## src/wdt_cfg.svh

```systemverilog
// Constants for the default-start watchdog: register fields, keys, encodings.
// Assumes inclusion by the watchdog module and its testbench only.
`ifndef WDT_CFG_SVH
`define WDT_CFG_SVH

// ----------------------------------------------------------------------
// Mode register layout
// ----------------------------------------------------------------------
`define WDT_MODE_RESET_VAL    8'h67
`define WDT_MODE_STOP_VAL     8'h00
`define WDT_MODE_MD_HI        6
`define WDT_MODE_MD_LO        5
`define WDT_CLKSEL_HI         4
`define WDT_CLKSEL_LO         0
`define WDT_MD_STOP           2'h0
`define WDT_MD_NMI            2'h1
`define WDT_CLKSEL_RESET      5'h07

// ----------------------------------------------------------------------
// Trigger register keys
// ----------------------------------------------------------------------
`define WDT_CLEAR_KEY         8'hAC
`define WDT_TRIGGER_READ_VAL  8'h9A

// ----------------------------------------------------------------------
// Clock-select source groups (bits 4:3 of the select field)
// ----------------------------------------------------------------------
`define WDT_SRC_INTOSC        2'h0
`define WDT_SRC_MAIN          2'h1
`define WDT_SRC_SUB           2'h2
`define WDT_DIV_BASE          13
`define WDT_RST_HOLD_CYCLES   4'h2

`endif

```

## src/wdt_pkg.sv

```systemverilog
// Types shared by the watchdog design.
// Assumes wdt_cfg.svh is on the include path.
package wdt_pkg;
  typedef enum logic [2:0]
  {
    ST_RUN   = 3'b001,
    ST_OVF   = 3'b010,
    ST_RESET = 3'b100
  } wdt_state_type;
endpackage

```

## src/default_start_watchdog.sv

```systemverilog
// Default-start watchdog: counter, mode and trigger registers, overflow.
// Assumes the CPU write/read strobes are on core_clk_in; oscillator
// ticks and the oscillator run level come from other domains.
//
// Functional notes
// - Counting starts by itself in reset mode once reset is released.
// - Default is reset mode, interval internal oscillator over 2^19.
// - A second mode write forces overflow and clears the counter.
// - A trigger write other than the clear key forces overflow.
// - With the watchdog stopped, none of the three fault writes (second mode write, bad key, bit operation) forces overflow.
// - Stopping the internal oscillator halts counting when it is selected.
// - Outside reset mode an overflow raises a non-maskable request.
// - A five-bit select field chooses the count clock and rate.
// - Trigger register reads always return the fixed read value.
// - A single-bit manipulation of the trigger register forces overflow.
`timescale 1ns/10ps
`include "wdt_cfg.svh"

module default_start_watchdog
#(
  parameter int CNT_W = 24
)
(
  input  wire logic       core_clk_in,
  input  wire logic       rst_in,
  input  wire logic       intosc_tick_in,
  input  wire logic       main_tick_in,
  input  wire logic       sub_tick_in,
  input  wire logic       intosc_run_in,
  input  wire logic       mode_wr_in,
  input  wire logic       trig_wr_in,
  input  wire logic       trig_bitop_in,
  input  wire logic [7:0] wdata_in,
  input  wire logic       mode_rd_in,
  input  wire logic       trig_rd_in,
  output logic      [7:0] rdata_out,
  output logic            watchdog_nmi_request_out,
  output logic            sys_reset_req_out,
  output logic            running_out
);

  // --------------------------------------------------------------------
  // Synchronisers for the foreign-domain inputs
  // --------------------------------------------------------------------
  logic [3:0] sync1_q;
  logic [3:0] sync2_q;
  logic [2:0] sync3_q;

  always_ff @(posedge core_clk_in or posedge rst_in)
  begin
    if (rst_in)
    begin
      sync1_q <= 4'h0;
      sync2_q <= 4'h0;
      sync3_q <= 3'h0;
    end
    else
    begin
      sync1_q <= {intosc_run_in, sub_tick_in, main_tick_in, intosc_tick_in};
      sync2_q <= sync1_q;
      sync3_q <= sync2_q[2:0];
    end
  end

  // Ticks are level toggles from slow clocks; only a rising edge counts, so two toggles make one count.
  logic [2:0] tick_edge;
  logic       osc_run;
  assign tick_edge = sync2_q[2:0] & ~sync3_q[2:0];
  assign osc_run   = sync2_q[3];

  // --------------------------------------------------------------------
  // Mode register and write tracking
  // --------------------------------------------------------------------
  wdt_pkg::wdt_state_type state_q;
  logic [7:0]             mode_q;
  logic                   mode_written_q;
  logic [1:0]             md;
  logic [4:0]             clksel;
  logic                   stopped;
  logic                   force_ovf;
  logic                   clear_cnt;
  logic                   ovf;

  assign md      = mode_q[`WDT_MODE_MD_HI:`WDT_MODE_MD_LO];
  assign clksel  = mode_q[`WDT_CLKSEL_HI:`WDT_CLKSEL_LO];
  assign stopped = (md == `WDT_MD_STOP) && (mode_q != `WDT_MODE_RESET_VAL);

  always_ff @(posedge core_clk_in or posedge rst_in)
  begin
    if (rst_in)
    begin
      mode_q         <= `WDT_MODE_RESET_VAL;
      mode_written_q <= 1'b0;
    end
    else if (state_q == wdt_pkg::ST_RESET)
    begin
      mode_q         <= `WDT_MODE_RESET_VAL;
      mode_written_q <= 1'b0;
    end
    else if (mode_wr_in && !mode_written_q)
    begin
      mode_q         <= wdata_in;
      mode_written_q <= 1'b1;
    end
  end

  // Mode bits 00 mean stop with any select; the reset value carries mode
  // bits 11, so it is reset mode, as is 10; 01 is interrupt mode.
  logic reset_mode;
  assign reset_mode = !stopped && (md != `WDT_MD_NMI);

  // Second mode write, bad key, or bit operation on trigger.
  assign force_ovf = !stopped &&
    ((mode_wr_in && mode_written_q) ||
     (trig_wr_in && wdata_in != `WDT_CLEAR_KEY) ||
     trig_bitop_in);
  assign clear_cnt = (trig_wr_in && !trig_bitop_in &&
                      wdata_in == `WDT_CLEAR_KEY) ||
                     (mode_wr_in && mode_written_q);

  // --------------------------------------------------------------------
  // Counter and clock selection
  // --------------------------------------------------------------------
  logic             cnt_tick;
  logic [CNT_W-1:0] cnt_q;
  logic [4:0]       shift;
  logic             at_limit;

  always_comb
  begin
    case (clksel[4:3])
      `WDT_SRC_INTOSC: cnt_tick = tick_edge[0] && osc_run;
      `WDT_SRC_MAIN:   cnt_tick = tick_edge[1];
      `WDT_SRC_SUB:    cnt_tick = tick_edge[2];
      default:         cnt_tick = tick_edge[0] && osc_run;
    endcase
  end

  logic [CNT_W-1:0] limit;

  // Interval is 2^(base+select-1) ticks; the default select 7 gives 2^19.
  assign shift    = 5'(`WDT_DIV_BASE) + {2'h0, clksel[2:0]} - 5'h1;
  assign limit    = (CNT_W'(1) << shift) - CNT_W'(1);
  assign at_limit = cnt_tick && (cnt_q == limit);
  assign ovf      = !stopped && (at_limit || force_ovf);

  always_ff @(posedge core_clk_in or posedge rst_in)
  begin
    if (rst_in)
      cnt_q <= '0;
    else if (state_q != wdt_pkg::ST_RUN || clear_cnt || ovf)
      cnt_q <= '0;
    else if (!stopped && cnt_tick)
      cnt_q <= cnt_q + CNT_W'(1);
  end

  // --------------------------------------------------------------------
  // Overflow handling
  // --------------------------------------------------------------------
  logic [3:0] hold_q;

  always_ff @(posedge core_clk_in or posedge rst_in)
  begin
    if (rst_in)
    begin
      state_q <= wdt_pkg::ST_RUN;
      hold_q  <= 4'h0;
    end
    else
    begin
      case (state_q)
        wdt_pkg::ST_RUN:
        begin
          hold_q <= 4'h0;
          if (ovf && reset_mode)
            state_q <= wdt_pkg::ST_RESET;
          else if (ovf)
            state_q <= wdt_pkg::ST_OVF;
        end
        wdt_pkg::ST_OVF:
          state_q <= wdt_pkg::ST_RUN;
        wdt_pkg::ST_RESET:
        begin
          hold_q <= hold_q + 4'h1;
          if (hold_q == `WDT_RST_HOLD_CYCLES - 4'h1)
            state_q <= wdt_pkg::ST_RUN;
        end
        default:
          state_q <= wdt_pkg::ST_RUN;
      endcase
    end
  end

  assign watchdog_nmi_request_out = (state_q == wdt_pkg::ST_OVF);
  assign sys_reset_req_out        = (state_q == wdt_pkg::ST_RESET);
  assign running_out              = !stopped && state_q == wdt_pkg::ST_RUN;

  // --------------------------------------------------------------------
  // Read data
  // --------------------------------------------------------------------
  always_ff @(posedge core_clk_in or posedge rst_in)
  begin
    if (rst_in)
      rdata_out <= 8'h00;
    else if (trig_rd_in)
      rdata_out <= `WDT_TRIGGER_READ_VAL;
    else if (mode_rd_in)
      rdata_out <= mode_q;
    else
      rdata_out <= 8'h00;
  end

  // --------------------------------------------------------------------
  // Checks
  // --------------------------------------------------------------------
  a_second_mode_write: assert property (@(posedge core_clk_in)
    disable iff (rst_in)
    (mode_wr_in && mode_written_q && !stopped && state_q == wdt_pkg::ST_RUN)
    |=> (sys_reset_req_out || watchdog_nmi_request_out))
    else $error("second mode write did not overflow");
  a_bad_key_ovf: assert property (@(posedge core_clk_in)
    disable iff (rst_in)
    (trig_wr_in && wdata_in != `WDT_CLEAR_KEY && !stopped &&
     state_q == wdt_pkg::ST_RUN)
    |=> (sys_reset_req_out || watchdog_nmi_request_out))
    else $error("bad key did not overflow");
  a_stop_no_ovf: assert property (@(posedge core_clk_in)
    disable iff (rst_in)
    (stopped && state_q == wdt_pkg::ST_RUN)
    |=> !sys_reset_req_out && !watchdog_nmi_request_out)
    else $error("stopped watchdog overflowed");
  a_bitop_ovf: assert property (@(posedge core_clk_in)
    disable iff (rst_in)
    (trig_bitop_in && !stopped && state_q == wdt_pkg::ST_RUN)
    |=> (sys_reset_req_out || watchdog_nmi_request_out))
    else $error("bit operation did not overflow");
  a_good_key_clear: assert property (@(posedge core_clk_in)
    disable iff (rst_in)
    (trig_wr_in && !trig_bitop_in && wdata_in == `WDT_CLEAR_KEY &&
     !(mode_wr_in && mode_written_q) && state_q == wdt_pkg::ST_RUN)
    |=> cnt_q == '0 && !sys_reset_req_out && !watchdog_nmi_request_out)
    else $error("clear key misbehaved");
  a_trig_read: assert property (@(posedge core_clk_in)
    disable iff (rst_in)
    trig_rd_in |=> rdata_out == `WDT_TRIGGER_READ_VAL)
    else $error("trigger read value wrong");
  a_reset_pulse: assert property (@(posedge core_clk_in)
    disable iff (rst_in)
    $rose(sys_reset_req_out) |-> sys_reset_req_out[*2] ##1
    (!sys_reset_req_out && mode_q == `WDT_MODE_RESET_VAL))
    else $error("reset request length or default wrong");
  a_nmi_mode: assert property (@(posedge core_clk_in)
    disable iff (rst_in)
    watchdog_nmi_request_out |-> $past(md) == `WDT_MD_NMI ##1
    !watchdog_nmi_request_out)
    else $error("nmi outside nmi mode");
  a_osc_halt: assert property (@(posedge core_clk_in)
    disable iff (rst_in)
    (!osc_run && clksel[4:3] == `WDT_SRC_INTOSC && !clear_cnt &&
     state_q == wdt_pkg::ST_RUN && !ovf) |=> $stable(cnt_q))
    else $error("counter moved with oscillator stopped");

  c_reset_ovf: cover property (@(posedge core_clk_in) $rose(sys_reset_req_out));
  c_nmi: cover property (@(posedge core_clk_in) watchdog_nmi_request_out);
  c_clear: cover property (@(posedge core_clk_in)
    trig_wr_in && wdata_in == `WDT_CLEAR_KEY);
  c_stop: cover property (@(posedge core_clk_in) stopped);

endmodule // default_start_watchdog

```

## config.mk

```make
export PLATFORM = sky130hd
export DESIGN_NAME = default_start_watchdog
export DESIGN_NICKNAME = d
export VERILOG_FILES = /design/src/wdt_pkg.sv /design/src/default_start_watchdog.sv
export VERILOG_INCLUDE_DIRS = /design/src
export SDC_FILE = /design/constraint.sdc
export NUM_CORES = 1
export LEC_CHECK = 0
export ABC_CLOCK_PERIOD_IN_PS = 2200
export BUFFER_PORTS_ARGS = -buffer_cell sky130_fd_sc_hd__buf_2
export CORE_MARGIN = 2
export CORE_UTILIZATION = 43
export CTS_CLUSTER_SIZE = 20
export DETAILED_ROUTE_END_ITERATION = 16
export PLACE_DENSITY_LB_ADDON = 0.2
export SYNTH_ARGS = -nofsm -noshare
export SYNTH_HDL_FRONTEND = slang
export SYNTH_SLANG_ARGS = --single-unit
```

## constraint.sdc

```tcl
create_clock -name core_clk_in -period 2.2 [get_ports core_clk_in]
set_clock_uncertainty 0.2 [all_clocks]
set_input_delay 0.44 -clock core_clk_in [delete_from_list [all_inputs] [get_ports core_clk_in]]
set_output_delay 0.44 -clock core_clk_in [all_outputs]
set_load 0.005 [all_outputs]
```

==> results of run 1 <==
==> state kept, by name, summed over array words and instances (netlist names) <==
| signal | flops |
|---|---|
| sync2_q | 4 |
| cnt_q | 24 |
| sync1_q | 4 |
| hold_q | 4 |
| mode_written_q | 1 |
| rdata_out | 8 |
| mode_q | 8 |
| state_q | 3 |
| sync3_q | 3 |
==> synth_stat cells, types with 2 or more instances <==
library cell,n
dfstp_2,6
nand3b_1,2
dfrtp_1,53
ha_1,5
and2_1,5
xnor2_1,15
nand2b_1,2
nand3_1,14
and3_1,2
xor2_1,11
a21o_1,4
nor2b_1,5
clkbuf_1,9
nor3_1,5
nand4_1,7
o21ai_0,6
a21oi_1,7
nor4_1,4
buf_6,2
inv_1,10
nor2_2,20
nor2_1,22
and4_1,2
nor3b_1,3
o21bai_1,2
nand2_1,35
==> logic make-up (layout without fill, tap and decap cells) <==
logic type               after synthesis  count (layout)
adder cells (fa/ha/maj)                5               5
XOR/XNOR                              26              26
flip-flops                            59              59
AND/OR/NAND/NOR                      134             134
multiplexers                           1               1
buffers and inverters                 22              87
AO/OA/AOI/OAI                         32              32
==> where the power goes <==
group / switching (mW) / internal (mW)
registers: 0.130 / 1.27
logic: 0.530 / 0.469
clock network: 0.461 / 0.644
total: 1.12 / 2.38
==> critical path, cell delays in order, from the launching register on <==
cell,delay (ns)
dfstp_2,0.56
inv_2,0.07
nor4_4,0.24
a211oi_1,0.08
a2111o_1,0.42
o21ai_4,0.23
clkbuf_16,0.20
nor2_2,0.04
==> what timing repair did <==
action / CTS / global route
hold buffers: 5 / 0
gates resized for setup: 0 / 6
hold endpoints to repair: 26 / 0
setup endpoints to repair: 0 / 28
==> worst paths after layout <==
check	start	to	slack (ns)	cells past startpoint
setup / recovery	mode_q[2]$_DFFE_PP1P_	cnt_q[15]$_DFFE_PP0P_	0.06	7
hold / removal	wdata_in[6]	mode_q[6]$_DFFE_PP1P_	0.13	3
setup reg to reg	mode_q[2]$_DFFE_PP1P_	cnt_q[15]$_DFFE_PP0P_	0.06	7
hold reg to reg	sync1_q[3]$_DFF_PP0_	sync2_q[3]$_DFF_PP0_	0.15	0
max in group asynchronous	rst_in	mode_q[0]$_DFFE_PP1P_	0.92	4
min in group asynchronous	rst_in	cnt_q[13]$_DFFE_PP0P_	0.47	4
==> through the flow <==
stage | hold slack [ns] | utilization (%)
2_1_floorplan | 0.131 | -
3_3_place_gp | 0.133 | 50.4
3_5_place_dp | 0.135 | 50.4
4_1_cts | 0.116 | 54.8
5_1_grt | 0.125 | 56.0
6_report | 0.126 | 56.0
==> per-layer routing <==
layer,vias to the layer above,share of wire [%]
met5,-,0
li1,1059,-
met1,1022,47
met2,35,47
met4,0,1.9
met3,10,4.0
==> layout make-up <==
cell class,instances,area [um2],share of cell area (%)
Multi-Input combinational cell,198,1290,36.2
Clock buffer,9,124,3.48
Tap cell,77,96.3,2.71
Inverter,11,41.3,1.16
Sequential cell,59,1480,41.7
Timing Repair Buffer,60,424,11.9
Clock inverter,7,100,2.81
==> reports/qor.yml, run 1 <==
placed_design:
  post-dp-hpwl_mm: 3.98
  gp_congestion: 0.811
  dpl_worst_slack_ns: -0.0725
  placedInstanceArea_um2: 3200
  io_buffers: 29
  dp.cells: 398
detailed_routing:
  drt.antenna.violating_nets: 0
  drc_errors: 0
  routedWlPerCell_um: 13.4
  dr.pass1.iters: 4
  vias_per_cell: 5.05
  route.final.wire_length_mm: 5.62
  first_iter_violations: 85
  dr_total_vias: 2126
layout:
  final_layout_size_suffix_gt1_share_pct: 32.0
  layout.cell_area.non_filler_um2: 3560
  finish.cell_count_without_fillers: 421
  design.final.nets: 363
  most_common_cell_after_layout_fill_and_taps_aside: "dfrtp_1"
  most-common-layout-cells: "dfrtp_1 (53), nand2_1 (35), buf_2 (29)"
  n_antenna_cell: 0
  fillers: 548
  flow.area_growth_from_synthesis_pct: 25.9
power_and_ir_drop:
  power.static_leakage_nw: 1.56
  p_per_area_nw_per_um2: 985
  total_power_mw: 3.50
  irDropWorstVdd_v: 0.000638
die:
  floorplan.initialDensity_pct: 44.5
  fp.dieArea_um2: 7230
  die_h_um: 85.1
  dieWidth_um: 85.1
  floorplan.io_pins: 30
  fp-row-count: 29
  core_area_um2: 6350
global_route:
  grt_overflow_total: 0
  gr-max-usage-layer: "met2"
  via_count_of_the_first_global_routing_pass: 2192
  grt_max_degree: 38
  grt_use_total_pct: 17.5
  grt_antenna_before_repair: 0
  global_route.usage.met1_pct: 23.0
  globalRouteMet3Util_pct: 4.77
  global_route_wire_length_before_repair_mm: 9.87
  groute.layer.met2.usage_pct: 26.8
sta:
  final_max_tran_viols: 0
  final_hold_viol_count: 0
  worst_pin_slew_ns: 0.531
  setup_viol: 0
  setup-tns-final_ns: 0
  slew-limit-headroom_pct: 64.5
  finalWorstSetupSlack_ns: 0.0578
  min_period_ns: 2.14
  layout_worst_path_cycle_share_pct: 97.4
  rsz0062_at_grt: "yes"
  max_clock_freq_ghz: 0.467
synthesis:
  syn-mean-instance-area_um2: 10.1
  synth.ff_latch_count: 59
  yosys.area_share.simple_pct: 25.4
  synthesis.yosys.warnings: 0
  async_flop_share_pct: 100
  synthMuxAreaShare_pct: 0.354
  synth-xor-area-share_pct: 8.06
  yosys_most_used_dff: "dfrtp_1"
  synth_seq_area_share_pct: 52.5
  synth_fa_ha_area_share_pct: 2.21
  synth_cells: 279
  yosys.cell_types.count: 47
  synth_area_leaders: "dfrtp_1 (47%), dfstp_2 (5.6%), nand2_1 (4.7%)"
  synth.largest_area_cell: "dfrtp_1"
  synth_compound_area_share_pct: 8.02
  synthDominantCellAreaShare_pct: 46.9
  main_combinational_cell_family_by_area_after_synthesis: "simple AND/OR/NAND/NOR gates"
  mappedNetlistNets: 303
  syn_area_um2: 2830
  synth_enable_flop_cells: 0
clock_network:
  cts_htree_levels: 3
  clkTransAtPathRegs_ns: 0.07
  buffer_type_at_the_clock_tree_root: "clkbuf_8"
  clock_latency_ns: 0.35
  tritoncts.num_buffers: 9
  cts_setup_buffers: 0
  clock_tree.buffer_depth: 2
  cts_tree: "yes"
  clock_sinks: 59
worst_setup_path:
  crit_path_start_kind: "flip-flop"
  crit_required_ns: 2.23
  worstSetupPathType: "reg2reg"
  worstPathArrival_ns: 2.18
  setup.worst_path.end_class: "flip-flop"
  highest_net_fanout_along_the_worst_path: 6
min_path:
  worst_hold_path_type: "in2reg"
flow_run:
  cap_viol_max_count: 0
status:
  status: "complete, no violations"
Power figures use the tool's default switching activity.
==> inputs of run 2 (changes only) <==
--- a/config.mk
+++ b/config.mk
@@ -8,8 +8,10 @@
 export LEC_CHECK = 0
 export ABC_CLOCK_PERIOD_IN_PS = 2200
 export BUFFER_PORTS_ARGS = -buffer_cell sky130_fd_sc_hd__buf_2
+export CELL_PAD_IN_SITES_DETAIL_PLACEMENT = 0
+export CELL_PAD_IN_SITES_GLOBAL_PLACEMENT = 1
 export CORE_MARGIN = 2
-export CORE_UTILIZATION = 43
+export CORE_UTILIZATION = 41
 export CTS_CLUSTER_SIZE = 20
 export DETAILED_ROUTE_END_ITERATION = 16
 export PLACE_DENSITY_LB_ADDON = 0.2
==> run 2 against run 1 <==
  * Combinational power decreased by 2%
  * Worst setup slack worse by 0.038 ns
  * Final area is 0.49% higher
  * Fmax decreased by 1.7%
==> reports/qor.yml, run 2 (synthesis gave the netlist of run 1 again) <==
status:
  status: "complete, no violations"
power_and_ir_drop:
  power.clock.fraction_pct: 31.8
  sw_frac_of_total_pct: 31.4
  irDropWorstVdd_v: 0.000547
  share_of_total_power_in_combinational_logic_pct: 28.3
  total_power_mw: 3.46
  total_switching_power_mw: 1.09
  p_per_area_nw_per_um2: 969
  seq_pwr_share_pct: 39.9
  cell_internal_pwr_mw: 2.38
  power.static_leakage_nw: 1.57
layout:
  most_common_cell_after_layout_fill_and_taps_aside: "dfrtp_1"
  n_antenna_cell: 0
  design.final.nets: 366
  final_layout_size_suffix_gt1_share_pct: 33.1
  largest_register_ff_count: 24
  largest_register_by_flop_count: "cnt_q"
  most-common-layout-cells: "dfrtp_1 (53), nand2_1 (35), buf_2 (29)"
  flow.area_growth_from_synthesis_pct: 26.5
  layout.core_utilization_pct: 53.2
  largest_registers: "cnt_q: 24 flops, mode_q: 8 flops, rdata_out: 8 flops"
global_route:
  global_route_wire_length_before_repair_mm: 10.1
  grt_overflow_total: 0
  grt_antenna_before_repair: 0
  grt_use_total_pct: 17.4
  grt_max_degree: 32
  via_count_of_the_first_global_routing_pass: 2135
worst_setup_path:
  worstSetupPathType: "reg2reg"
  timing.rr.start: "mode_q[4]$_DFFE_PP0P_"
  highest_net_fanout_along_the_worst_path: 7
  worstReg2RegEnd: "cnt_q[21]$_DFFE_PP0P_"
  setup.worst_path.end_class: "flip-flop"
  worstPathArrival_ns: 2.21
  worstRegToRegCells: 9
  crit_path_start_kind: "flip-flop"
  r2r_setup_slack_ns: 0.02
  crit_required_ns: 2.23
placed_design:
  gp_congestion: 0.748
  dpl_worst_slack_ns: -0.0179
  post-dp-hpwl_mm: 4.11
  io_buffers: 29
sta:
  finalWorstSetupSlack_ns: 0.0199
  setup_viol: 0
  layout_worst_path_cycle_share_pct: 99.1
  final_max_tran_viols: 0
  rsz0062_at_grt: "yes"
  final_hold_viol_count: 0
  min_period_ns: 2.18
  worst_pin_slew_ns: 0.529
  slew-limit-headroom_pct: 64.7
  max_clock_freq_ghz: 0.459
clock_network:
  cts_htree_levels: 3
  clock_latency_ns: 0.34
  clock_sinks: 59
  clock_tree.buffer_depth: 2
  clkTransAtPathRegs_ns: 0.07
  tritoncts.num_buffers: 9
  cts_tree: "yes"
  buffer_type_at_the_clock_tree_root: "clkbuf_8"
detailed_routing:
  first_iter_violations: 64
  routedWlPerCell_um: 13.4
  drc_errors: 0
  dr.max_layer_used: "met4"
  vias_per_cell: 4.93
  m1WireLength_mm: 2.69
  dr.pass1.iters: 4
  wl_met3_um: 236
  drt.antenna.violating_nets: 0
  dr_wl_met2_mm: 2.69
  dr_total_vias: 2103
  route.final.wire_length_mm: 5.71
die:
  fp.dieArea_um2: 7570
  floorplan.initialDensity_pct: 42.0
  dieWidth_um: 87.0
  fp-row-count: 30
  floorplan.io_pins: 30
  core_area_um2: 6720
  die_h_um: 87.0
min_path:
  worst_hold_path_type: "in2reg"
  hold-path-endpoint: "mode_q[1]$_DFFE_PP1P_"
  holdPathStages: 3
  hold_start: "wdata_in[1]"
flow_run:
  cap_viol_max_count: 0
==> run 2: metal layers <==
layer / track usage [%] / vias up
li1: - / 1062
met1: 23.1 / 999
met2: 26.8 / 34
met3: 4.55 / 8
met4: 7.67 / 0
met5: 0 / -
==> run 2: per-stage QoR <==
stage               TNS [ns]  instance area (um2)  hold slack (ns)  instances
global route           -2.71                 3570            0.116        427
floorplan                  0                 2830            0.131        279
finish                     0                 3570            0.124        427
detailed placement    -0.254                 3260            0.140        406
global placement      -0.344                 3260            0.133        406
CTS                        0                 3530            0.103        427
==> run 2: critical path, cell delays in order (launching register included) <==
cell	delay [ns]
dfrtp_1	0.43
inv_1	0.07
ha_1	0.13
nand2_1	0.06
o211ai_2	0.22
nand3_2	0.12
a2111o_1	0.37
o21ai_4	0.21
buf_4	0.19
nor2_1	0.06
==> run 2: final cells by class <==
class                   count  area (um2)
flip-flops and latches     59        1480
multi-input cells         198        1290
clock buffers               9         124
fillers                   624        3150
repair buffers             63         438
inverters                  11        41.3
well taps                  80         100
clock inverters             7        98.8
==> run 2: how the worst max path moves through the flow <==
stage                                      from                    end  slack [ns]
after detailed placement            wdata_in[4]   cnt_q[7]$_DFFE_PP0P_       -0.02
after global routing      mode_q[4]$_DFFE_PP0P_  cnt_q[22]$_DFFE_PP0P_       -0.12
after global placement              wdata_in[4]   cnt_q[8]$_DFFE_PP0P_       -0.02
after floorplan           mode_q[2]$_DFFE_PP1P_  cnt_q[14]$_DFFE_PP0P_       0.006
final                     mode_q[4]$_DFFE_PP0P_  cnt_q[21]$_DFFE_PP0P_        0.02
after CTS                 mode_q[2]$_DFFE_PP1P_   cnt_q[6]$_DFFE_PP0P_        0.02
==> run 2: repair_timing <==
| action | 4_1_cts | 5_1_grt |
|---|---|---|
| hold endpoints to repair | 22 | 0 |
| pin swaps | 0 | 4 |
| gates cloned | 0 | 0 |
| gates resized for setup | 1 | 7 |
| buffers inserted | 0 | 0 |
| endpoints found under the setup margin | 1 | 27 |
| hold buffers | 5 | 0 |
==> run 2: power groups by stage <==
stage | clock network [mW] | logic (mW) | registers, mW
2_1_floorplan | 0 | 0.621 | 1.36
3_3_place_gp | 0 | 0.948 | 1.39
3_5_place_dp | 0 | 0.962 | 1.40
4_1_cts | 1.14 | 0.977 | 1.38
5_1_grt | 1.18 | 1.12 | 1.40
6_report | 1.10 | 0.979 | 1.38
